File: src/include/mcpwm_pkg.sv
// Purpose: Shared constants of the multi-channel pulse width timer.
// Assumes: 32-bit AXI4-Lite register access, one clock.
// Notes:   Register offsets are byte addresses.
package mcpwm_pkg;
    localparam int          NUM_SLOTS    = 7;
    localparam int          NUM_OUTS     = 6;
    localparam int          CW           = 32;
    localparam logic [7:0]  ADDR_CTRL    = 8'h00;
    localparam logic [7:0]  ADDR_COUNT   = 8'h04;
    localparam logic [7:0]  ADDR_PRESC   = 8'h08;
    localparam logic [7:0]  ADDR_PCOUNT  = 8'h0c;
    localparam logic [7:0]  ADDR_MCTRL   = 8'h10;
    localparam logic [7:0]  ADDR_OCTRL   = 8'h14;
    localparam logic [7:0]  ADDR_LATCH   = 8'h18;
    localparam logic [7:0]  ADDR_IRQSTAT = 8'h1c;
    localparam logic [7:0]  ADDR_IRQCLR  = 8'h20;
    localparam logic [7:0]  ADDR_IRQEN   = 8'h24;
    localparam logic [7:0]  ADDR_MATCH0  = 8'h40;
    localparam logic [7:0]  ADDR_STEP    = 8'h04;
    localparam int          CTRL_RUN     = 0;
    localparam int          CTRL_CLR     = 1;
    localparam int          CTRL_PWM     = 2;
    localparam int          MC_IRQ       = 0;
    localparam int          MC_RST       = 1;
    localparam int          MC_STOP      = 2;
    localparam int          MC_W         = 3;
    localparam int          OC_EN        = 0;
    localparam int          OC_DBL       = 8;
    localparam logic [1:0]  RESP_OKAY    = 2'h0;
    localparam logic [1:0]  RESP_SLVERR  = 2'h2;
    localparam logic [CW-1:0] ZERO       = 32'h00000000;
    localparam logic [CW-1:0] ONE        = 32'h00000001;
endpackage

File: src/include/mcpwm_match_if.sv
// Purpose: Carries counter state and match results between timer modules.
// Assumes: One clock domain.
// Notes:   Core drives count and released match values, matcher drives hits.
`timescale 1ns/1ps
`default_nettype none
interface mcpwm_match_if;
    import mcpwm_pkg::*;
    logic [CW-1:0]        count;
    logic [CW-1:0]        match [NUM_SLOTS];
    logic [NUM_SLOTS-1:0] hit;
    modport core (output count, output match, input hit);
    modport cmp  (input count, input match, output hit);
endinterface
`default_nettype wire

File: src/verilog/mcpwm_cmp.sv
// Purpose: Compares the counter against every active match slot.
// Assumes: Match values are the released copies.
// Notes:   Purely combinational.
`timescale 1ns/1ps
`default_nettype none
module mcpwm_cmp
    import mcpwm_pkg::*;
(
    // Match bundle
    mcpwm_match_if.cmp m
);
    genvar i;
    generate
        for (i = 0; i < NUM_SLOTS; i++) begin : gSlot
            assign m.hit[i] = (m.count == m.match[i]);
        end
    endgenerate
endmodule
`default_nettype wire

File: src/verilog/mcpwm_out.sv
// Purpose: Forms one modulated output from slot hits.
// Assumes: Hits are combinational levels from the comparator, qualified here by tick.
// Notes:   Output index n uses slot n+1; double edge also uses slot n.
`timescale 1ns/1ps
`default_nettype none
module mcpwm_out (
    // Clock and reset
    input  wire logic clk,
    input  wire logic rst,
    // Control
    input  wire logic pwmOn,
    input  wire logic outEn,
    input  wire logic dbl,
    input  wire logic tick,
    // Match hits
    input  wire logic hitPeriod,
    input  wire logic hitRise,
    input  wire logic hitFall,
    // Output
    output var  logic pwmOut
);
    logic lvl_r;
    logic lvl_nxt;
    always_comb begin
        lvl_nxt = lvl_r;
        if (!pwmOn || !outEn) begin
            lvl_nxt = 1'b0;
        end else if (tick) begin
            if (dbl) begin
                // Fall before rise gives negative pulse.
                if (hitFall) begin
                    lvl_nxt = 1'b0;
                end else if (hitRise) begin
                    lvl_nxt = 1'b1;
                end
            end else begin
                if (hitFall) begin
                    lvl_nxt = 1'b0;
                end else if (hitPeriod) begin
                    lvl_nxt = 1'b1;
                end
            end
        end
    end
    always_ff @(posedge clk) begin
        if (rst) begin
            lvl_r <= 1'b0;
        end else begin
            lvl_r <= lvl_nxt;
        end
    end
    assign pwmOut = lvl_r;
endmodule
`default_nettype wire

File: src/verilog/mcpwm_timer.sv
// Purpose: Multi-channel pulse width timer with AXI4-Lite registers.
// Assumes: One clock, synchronous active-high reset.
// Notes:   Match writes go to shadow copies; a latch-enable write releases them.
`timescale 1ns/1ps
`default_nettype none
// How it works
// - Seven slots, six single or three double.
// - Slot zero match clears the counter in modulation mode.
// - Single output rises at period when the prescaler is zero, never otherwise; falls own.
// - Double output uses rise and fall slots.
// - Either edge anywhere; pulse polarity follows.
// - Period and width any whole tick count when the prescaler is zero.
// - Per slot: interrupt, stop or reset.
// - Released match values apply at period in modulation mode, at once otherwise.
// - Without modulation, plain timer behaviour.
// - Thirty-two bit counter and prescaler.
// - Counting runs on peripheral clock.
module mcpwm_timer
    import mcpwm_pkg::*;
(
    // Clock and reset
    input  wire logic                 clk,
    input  wire logic                 rst,
    // AXI4-Lite write address
    input  wire logic [7:0]           s_axi_awaddr,
    input  wire logic                 s_axi_awvalid,
    output var  logic                 s_axi_awready,
    // AXI4-Lite write data
    input  wire logic [31:0]          s_axi_wdata,
    input  wire logic [3:0]           s_axi_wstrb,
    input  wire logic                 s_axi_wvalid,
    output var  logic                 s_axi_wready,
    // AXI4-Lite write response
    output var  logic [1:0]           s_axi_bresp,
    output var  logic                 s_axi_bvalid,
    input  wire logic                 s_axi_bready,
    // AXI4-Lite read
    input  wire logic [7:0]           s_axi_araddr,
    input  wire logic                 s_axi_arvalid,
    output var  logic                 s_axi_arready,
    output var  logic [31:0]          s_axi_rdata,
    output var  logic [1:0]           s_axi_rresp,
    output var  logic                 s_axi_rvalid,
    input  wire logic                 s_axi_rready,
    // Outputs
    output var  logic [NUM_OUTS-1:0]  pwmOut,
    output var  logic                 irq
);
    typedef struct packed {
        logic                 awHave;
        logic [7:0]           awAddr;
        logic                 wHave;
        logic [31:0]          wData;
        logic [3:0]           wStrb;
        logic                 bValid;
        logic [1:0]           bResp;
        logic                 rValid;
        logic [31:0]          rData;
        logic [1:0]           rResp;
        logic [2:0]           ctrl;
        logic [CW-1:0]        count;
        logic [CW-1:0]        presc;
        logic [CW-1:0]        pcount;
        logic [NUM_SLOTS*MC_W-1:0] mctrl;
        logic [15:0]          octrl;
        logic [NUM_SLOTS-1:0] latch;
        logic [NUM_SLOTS-1:0] irqStat;
        logic [NUM_SLOTS-1:0] irqEn;
        logic                 irq;
        logic [NUM_SLOTS*CW-1:0] shadow;
        logic [NUM_SLOTS*CW-1:0] match;
        logic [NUM_SLOTS-1:0] hitSeen;
    } mcpwm_state_t;

    mcpwm_state_t s_r;
    mcpwm_state_t s_nxt;
    mcpwm_match_if mbus ();
    logic tick;
    logic [NUM_SLOTS-1:0] hitNew;

    ////////////////////////////////////////////////////////////////////////////
    // Comparators and output stages.
    assign mbus.count = s_r.count;
    genvar g;
    generate
        for (g = 0; g < NUM_SLOTS; g++) begin : gMatch
            assign mbus.match[g] = s_r.match[g*CW +: CW];
        end
        for (g = 0; g < NUM_OUTS; g++) begin : gOut
            mcpwm_out uOut (
                .clk       (clk),
                .rst       (rst),
                .pwmOn     (s_r.ctrl[CTRL_PWM]),
                .outEn     (s_r.octrl[OC_EN + g]),
                .dbl       (s_r.octrl[OC_DBL + g] && (g > 0)),
                .tick      (tick),
                .hitPeriod (mbus.hit[0]),
                .hitRise   (mbus.hit[g]),
                .hitFall   (mbus.hit[g+1]),
                .pwmOut    (pwmOut[g])
            );
        end
    endgenerate
    mcpwm_cmp uCmp (
        .m (mbus.cmp)
    );

    assign tick = s_r.ctrl[CTRL_RUN] && !s_r.ctrl[CTRL_CLR] && (s_r.pcount == s_r.presc);
    // A hit acts once, on the first cycle the counter sits on the value.
    assign hitNew = mbus.hit & ~s_r.hitSeen;

    ////////////////////////////////////////////////////////////////////////////
    // Next-state logic.
    always_comb begin
        logic [31:0] wd;
        logic [7:0]  wa;
        logic        doW;
        logic        doR;
        logic        rst0;
        logic        stop0;
        logic [NUM_SLOTS-1:0] evt;
        logic [NUM_SLOTS-1:0] clrMask;
        int k;
        wd = 32'h00000000;
        wa = 8'h00;
        doW = 1'b0;
        doR = 1'b0;
        k = 0;
        rst0 = 1'b0;
        stop0 = 1'b0;
        evt = '0;
        clrMask = '0;
        s_nxt = s_r;

        // Write channel capture, either order, refused while a response waits.
        if (s_axi_awvalid && !s_r.awHave && !s_r.bValid) begin
            s_nxt.awHave = 1'b1;
            s_nxt.awAddr = s_axi_awaddr;
        end
        if (s_axi_wvalid && !s_r.wHave && !s_r.bValid) begin
            s_nxt.wHave = 1'b1;
            s_nxt.wData = s_axi_wdata;
            s_nxt.wStrb = s_axi_wstrb;
        end
        doW = s_r.awHave && s_r.wHave && !s_r.bValid;
        if (s_r.bValid && s_axi_bready) begin
            s_nxt.bValid = 1'b0;
        end
        for (k = 0; k < 4; k++) begin
            wd[k*8 +: 8] = s_r.wStrb[k] ? s_r.wData[k*8 +: 8] : 8'h00;
        end
        wa = s_r.awAddr;

        if (s_r.ctrl[CTRL_CLR]) begin
            s_nxt.pcount = ZERO;
            s_nxt.count = ZERO;
        end else if (s_r.ctrl[CTRL_RUN]) begin
            if (tick) begin
                s_nxt.pcount = ZERO;
                s_nxt.count = s_r.count + ONE;
            end else begin
                s_nxt.pcount = s_r.pcount + ONE;
            end
        end

        if (s_r.ctrl[CTRL_RUN] && !s_r.ctrl[CTRL_CLR]) begin
            evt = hitNew;
            for (k = 0; k < NUM_SLOTS; k++) begin
                if (evt[k] && s_r.mctrl[k*MC_W + MC_RST]) begin
                    rst0 = 1'b1;
                end
                if (evt[k] && s_r.mctrl[k*MC_W + MC_STOP]) begin
                    stop0 = 1'b1;
                end
            end
        end
        s_nxt.hitSeen = mbus.hit;
        // Slot zero clears counter in modulation mode.
        if (s_r.ctrl[CTRL_PWM] && evt[0]) begin
            rst0 = 1'b1;
        end
        if (rst0) begin
            s_nxt.count = ZERO;
            s_nxt.pcount = ZERO;
        end
        if (stop0) begin
            s_nxt.ctrl[CTRL_RUN] = 1'b0;
        end

        // Released values load at period start, or at once outside modulation mode.
        if ((rst0 && s_r.ctrl[CTRL_PWM]) || !s_r.ctrl[CTRL_PWM]) begin
            for (k = 0; k < NUM_SLOTS; k++) begin
                if (s_r.latch[k]) begin
                    s_nxt.match[k*CW +: CW] = s_r.shadow[k*CW +: CW];
                end
            end
            s_nxt.latch = '0;
        end

        // Register writes.
        if (doW) begin
            s_nxt.awHave = 1'b0;
            s_nxt.wHave = 1'b0;
            s_nxt.bValid = 1'b1;
            s_nxt.bResp = RESP_OKAY;
            if (wa == ADDR_CTRL) begin
                s_nxt.ctrl = wd[2:0];
            end else if (wa == ADDR_COUNT) begin
                s_nxt.count = wd;
            end else if (wa == ADDR_PRESC) begin
                s_nxt.presc = wd;
            end else if (wa == ADDR_PCOUNT) begin
                s_nxt.pcount = wd;
            end else if (wa == ADDR_MCTRL) begin
                s_nxt.mctrl = wd[NUM_SLOTS*MC_W-1:0];
            end else if (wa == ADDR_OCTRL) begin
                s_nxt.octrl = wd[15:0];
            end else if (wa == ADDR_LATCH) begin
                s_nxt.latch = s_nxt.latch | wd[NUM_SLOTS-1:0];
            end else if (wa == ADDR_IRQCLR) begin
                clrMask = wd[NUM_SLOTS-1:0];
            end else if (wa == ADDR_IRQEN) begin
                s_nxt.irqEn = wd[NUM_SLOTS-1:0];
            end else if (wa >= ADDR_MATCH0 && wa < ADDR_MATCH0 + 8'(NUM_SLOTS * 4)) begin
                k = int'(wa - ADDR_MATCH0) / 4;
                s_nxt.shadow[k*CW +: CW] = wd;
            end else if (wa != ADDR_IRQSTAT) begin
                s_nxt.bResp = RESP_SLVERR;
            end
        end

        // Sticky status: a new event wins over a clear.
        for (k = 0; k < NUM_SLOTS; k++) begin
            if (evt[k] && s_r.mctrl[k*MC_W + MC_IRQ]) begin
                s_nxt.irqStat[k] = 1'b1;
            end else if (clrMask[k]) begin
                s_nxt.irqStat[k] = 1'b0;
            end
        end
        s_nxt.irq = |(s_nxt.irqStat & s_nxt.irqEn);

        // Register reads.
        doR = s_axi_arvalid && !s_r.rValid;
        if (s_r.rValid && s_axi_rready) begin
            s_nxt.rValid = 1'b0;
        end
        if (doR) begin
            s_nxt.rValid = 1'b1;
            s_nxt.rResp = RESP_OKAY;
            s_nxt.rData = 32'h00000000;
            if (s_axi_araddr == ADDR_CTRL) begin
                s_nxt.rData[2:0] = s_r.ctrl;
            end else if (s_axi_araddr == ADDR_COUNT) begin
                s_nxt.rData = s_r.count;
            end else if (s_axi_araddr == ADDR_PRESC) begin
                s_nxt.rData = s_r.presc;
            end else if (s_axi_araddr == ADDR_PCOUNT) begin
                s_nxt.rData = s_r.pcount;
            end else if (s_axi_araddr == ADDR_MCTRL) begin
                s_nxt.rData[NUM_SLOTS*MC_W-1:0] = s_r.mctrl;
            end else if (s_axi_araddr == ADDR_OCTRL) begin
                s_nxt.rData[15:0] = s_r.octrl;
            end else if (s_axi_araddr == ADDR_LATCH) begin
                s_nxt.rData[NUM_SLOTS-1:0] = s_r.latch;
            end else if (s_axi_araddr == ADDR_IRQSTAT) begin
                s_nxt.rData[NUM_SLOTS-1:0] = s_r.irqStat;
            end else if (s_axi_araddr == ADDR_IRQEN) begin
                s_nxt.rData[NUM_SLOTS-1:0] = s_r.irqEn;
            end else if (s_axi_araddr >= ADDR_MATCH0
                         && s_axi_araddr < ADDR_MATCH0 + 8'(NUM_SLOTS * 4)) begin
                k = int'(s_axi_araddr - ADDR_MATCH0) / 4;
                s_nxt.rData = s_r.shadow[k*CW +: CW];
            end else if (s_axi_araddr != ADDR_IRQCLR) begin
                s_nxt.rResp = RESP_SLVERR;
            end
        end
    end

    ////////////////////////////////////////////////////////////////////////////
    // State register.
    always_ff @(posedge clk) begin
        if (rst) begin
            s_r <= '0;
        end else begin
            s_r <= s_nxt;
        end
    end

    assign s_axi_awready = !s_r.awHave && !s_r.bValid;
    assign s_axi_wready  = !s_r.wHave && !s_r.bValid;
    assign s_axi_bvalid  = s_r.bValid;
    assign s_axi_bresp   = s_r.bResp;
    assign s_axi_arready = !s_r.rValid;
    assign s_axi_rvalid  = s_r.rValid;
    assign s_axi_rdata   = s_r.rData;
    assign s_axi_rresp   = s_r.rResp;
    assign irq           = s_r.irq;
endmodule
`default_nettype wire

File: config.mk
export PLATFORM = sky130hd
export DESIGN_NAME = mcpwm_timer
export DESIGN_NICKNAME = d
export VERILOG_FILES = /design/src/include/mcpwm_pkg.sv /design/src/include/mcpwm_match_if.sv /design/src/verilog/mcpwm_cmp.sv /design/src/verilog/mcpwm_out.sv /design/src/verilog/mcpwm_timer.sv
export SDC_FILE = /design/constraint.sdc
export NUM_CORES = 2
export LEC_CHECK = 0
export ABC_CLOCK_PERIOD_IN_PS = 14200
export BUFFER_PORTS_ARGS = -buffer_cell sky130_fd_sc_hd__buf_2
export CORE_AREA = 2 2 203 305
export CTS_CLUSTER_DIAMETER = 40
export CTS_CLUSTER_SIZE = 30
export DETAILED_ROUTE_END_ITERATION = 16
export DIE_AREA = 0 0 205 307
export GPL_TIMING_DRIVEN = 0
export PLACE_DENSITY = 0.75
export SLEW_MARGIN = 5
export SYNTH_ARGS = -nofsm -noshare
export SYNTH_HDL_FRONTEND = slang
export SYNTH_SLANG_ARGS = --single-unit
File: constraint.sdc
create_clock -name clk -period 14.2 [get_ports clk]
set_input_delay 0.71 -clock clk [delete_from_list [all_inputs] [get_ports clk]]
set_output_delay 0.71 -clock clk [all_outputs]
set_load 0.02 [all_outputs]
==> impl_metrics.ini <==
[logic_synthesis]
synthArstFlopShare_pct = 0
yosysSeqAreaShare_pct = 40.3
netlist_instances = 3765
synth_top_flop_cell = dfxtp_1
syn_avg_cell_area_um2 = 9.24
syn-cell-area_um2 = 34800
ys_types = 71
synth_edf_count = 0
yosysWarnings = 0
synth_seq_cells = 701

[global_route]
track_usage_pct = 43.3
grt_pass1_vias = 29100
grt_max_degree = 21
grt_pass1_wl_um = 193000
antenna_found_initial = 8
grt-ovfl-total = 0

[setup_path]
required_ns = 14.71
crit_family = simple AND/OR/NAND/NOR gates
slowest_delay_ns = 0.56
critical_path_class = register to register
crit_path_end_kind = register
crit_buf_inv = 5
crit_chain = inv_1 -> ha_1 -> clkbuf_1 -> nor2b_1 -> ha_1 -> ha_1 -> clkbuf_1 -> nand3_1 -> ha_1 -> clkbuf_1 -> or3b_1 -> nor3_1 -> nand3_1 -> or3_1 -> a211oi_1 -> o211ai_1 -> o22ai_1 -> nand3_2 -> buf_2 -> mux2i_1
crit_path_top_delay_cell = nand3_2
crit_arrival_ns = 7.05
cp-start-kind = register
cpMostUsedCell = ha_1
crit_fanout = 10

[routing]
ant_nets = 0
vias = 29400
drt-initial-drc-count = 2554
avgRoutedWirePerCell_um = 28.5
remaining_drc_errors = 0
first_pass_iters = 8
vias_per_cell = 6.11
wl_um = 137000

[sta]
hold_viol = 0
grt_setup_unrepaired = false
slew_headroom_pct = 15.1
clock.fmax_ghz = 0.153
setup_tns_ns = 0
fin_crit_sh_pct = 46.1
worst_slew_pin_slew_ns = 1.26
layout_setup_ws_ns = 7.65
fin_skew_ns = 0.0279
setup_viol = 0
layout_min_cycle_time_ns = 6.55
slew_viol_final = 0

[placement]
hpwl_um = 108000
io_buffers = 103
place.gp.congestion = 1.10
dpl_cell_area_um2 = 36300
pre_cts_slack_ns = 7.86

[cts]
cts-hold-fix-buffers = 0
cts-root-buf = clkbuf_16
cts_buffers = 78
h-tree-depth = 3
insertion_delay_ns = 0.67
clk_pin_slew_ns = 0.07
cts_buffer_depth = 3
post_cts_buffers = 0
postCtsResizedCells = 0
cts_tree = built
clkSinkCount = 701

[layout]
syn2layout_area_growth_pct = 12.6
fin_nets = 4023
mostFrequentLayoutCells = 701 x dfxtp_1, 509 x mux2i_1, 456 x nand2b_1
drive_gt1_share_pct = 11.1
mostFrequentLayoutCell = dfxtp_1
postLayoutCellArea_um2 = 39200

[floorplan]
start_util_pct = 57.4
die_w_um = 205
num_io_pins = 107
core-area_um2 = 60600
num_rows = 111
chipHeight_um = 307
die_area_um2 = 62900

[power]
p_per_area_nw_per_um2 = 117
ir_drop_uv = 112
power_mw = 4.57
power.leakage_nw = 16.9

[run_status]
status = finished clean

[job]
cap_violations = 0

[worst_hold_path]
worstHoldPathType = input port to register
-- metrics by stage --
stage | hold WS, ns | instances | util (%)
finish | 0.224 | 4804 | 64.7
global route | 0.250 | 4799 | 64.7
CTS | 0.223 | 4799 | 64.6
detailed placement | 0.446 | 4660 | 60.0
global placement | 0.442 | 4660 | 59.9
floorplan | 0.429 | 3766 | -
-- cells in the mapped netlist (6+ instances only) --
cell,instances,area share (%)
a211oi_1,17,0.37
a21oi_1,156,2.2
a221oi_1,16,0.40
a222oi_1,20,0.58
a22oi_1,11,0.24
a311oi_1,10,0.25
and2_1,11,0.20
and3_1,23,0.41
buf_1,60,0.65
buf_2,15,0.22
buf_4,45,0.97
buf_8,6,0.26
clkbuf_1,202,2.2
dfxtp_1,701,40
ha_1,15,0.54
inv_1,19,0.21
mux2_2,55,1.8
mux2i_1,509,15
mux4_2,32,2.1
nand2_1,316,3.4
nand2b_1,456,8.2
nand3_1,81,1.2
nand4_1,51,0.92
nor2_1,246,2.7
nor2b_1,19,0.34
nor3_1,28,0.40
nor4_1,63,1.1
o2111ai_1,6,0.15
o21ai_0,61,0.88
o22ai_1,69,1.2
or2_2,30,0.54
or3_1,8,0.14
xnor2_1,117,2.9
xor2_1,216,5.4
-- metal layers --
layer  part of all wire, %  vias to the layer above  global-route usage (%)  wire length (um)
li1                      -                    13300                       -                 -
met1                    34                    14100                    44.7             46200
met2                    47                     1396                    71.7             64100
met3                   7.4                      550                    8.33             10200
met4                    12                        6                    43.7             16700
met5                 0.023                        -                       0                32
-- sequential cells by signal, summed over array words and instances, names as in the netlist --
| signal | cells |
|---|---|
| gOut.uOut.pwmOut | 6 |
| irq | 1 |
| mbus.count | 32 |
| mbus.match | 224 |
| s_axi_bresp | 1 |
| s_axi_bvalid | 1 |
| s_axi_rdata | 32 |
| s_axi_rresp | 1 |
| s_axi_rvalid | 1 |
| s_r | 402 |
-- worst register-to-register path, stage by stage, from the launching register on --
cell,delay [ns]
dfxtp_1,0.38
inv_1,0.11
ha_1,0.30
clkbuf_1,0.37
nor2b_1,0.20
ha_1,0.26
ha_1,0.20
clkbuf_1,0.36
nand3_1,0.13
ha_1,0.31
clkbuf_1,0.36
or3b_1,0.48
nor3_1,0.27
nand3_1,0.18
or3_1,0.41
a211oi_1,0.26
o211ai_1,0.12
o22ai_1,0.48
nand3_2,0.56
buf_2,0.48
mux2i_1,0.17
-- kinds of logic after synthesis --
logic type | count (synthesis) | synth area share, %
xor gates and xnor gates | 334 | 8.43
adders and majority gates | 15 | 0.540
muxes | 596 | 18.5
DFF | 701 | 40.3
other | 1 | 0.0108
AOI/OAI and AO/OA | 404 | 7.25
buffers and inverters | 351 | 4.59
and+or+nand+nor | 1363 | 20.3
-- power by group --
| part | switching [mW] | internal [mW] | leakage [nW] | total, mW |
|---|---|---|---|---|
| sequential | 0.0152 | 1.98 | 5.66 | 2.00 |
| combinational | 0.217 | 0.101 | 9.88 | 0.318 |
| clock | 0.977 | 1.28 | 1.36 | 2.26 |
| total | 1.21 | 3.36 | 16.9 | 4.57 |
-- final timing paths --
check	from	endpoint	slack (ns)	depth (start not counted)
setup / recovery	s_r[694]	s_r[268]	7.65	20
hold / removal	s_axi_rready	s_axi_rvalid	0.22	2
setup reg to reg	s_r[694]	s_r[268]	7.65	20
hold reg to reg	s_r[672]	s_r[672]	0.46	2
-- area by class of cell --
type                       instances  area [um^2]
sequential                       701        14000
clock inverter                    54          761
inverter                          20         75.1
timing repair buffer             103          515
tap                              791          990
buffer                           331         1520
fill                            5293        21400
multi-input combinational       2714        19200
antenna                            5         12.5
clock buffer                      85         2060
Power figures use the tool's default switching activity.
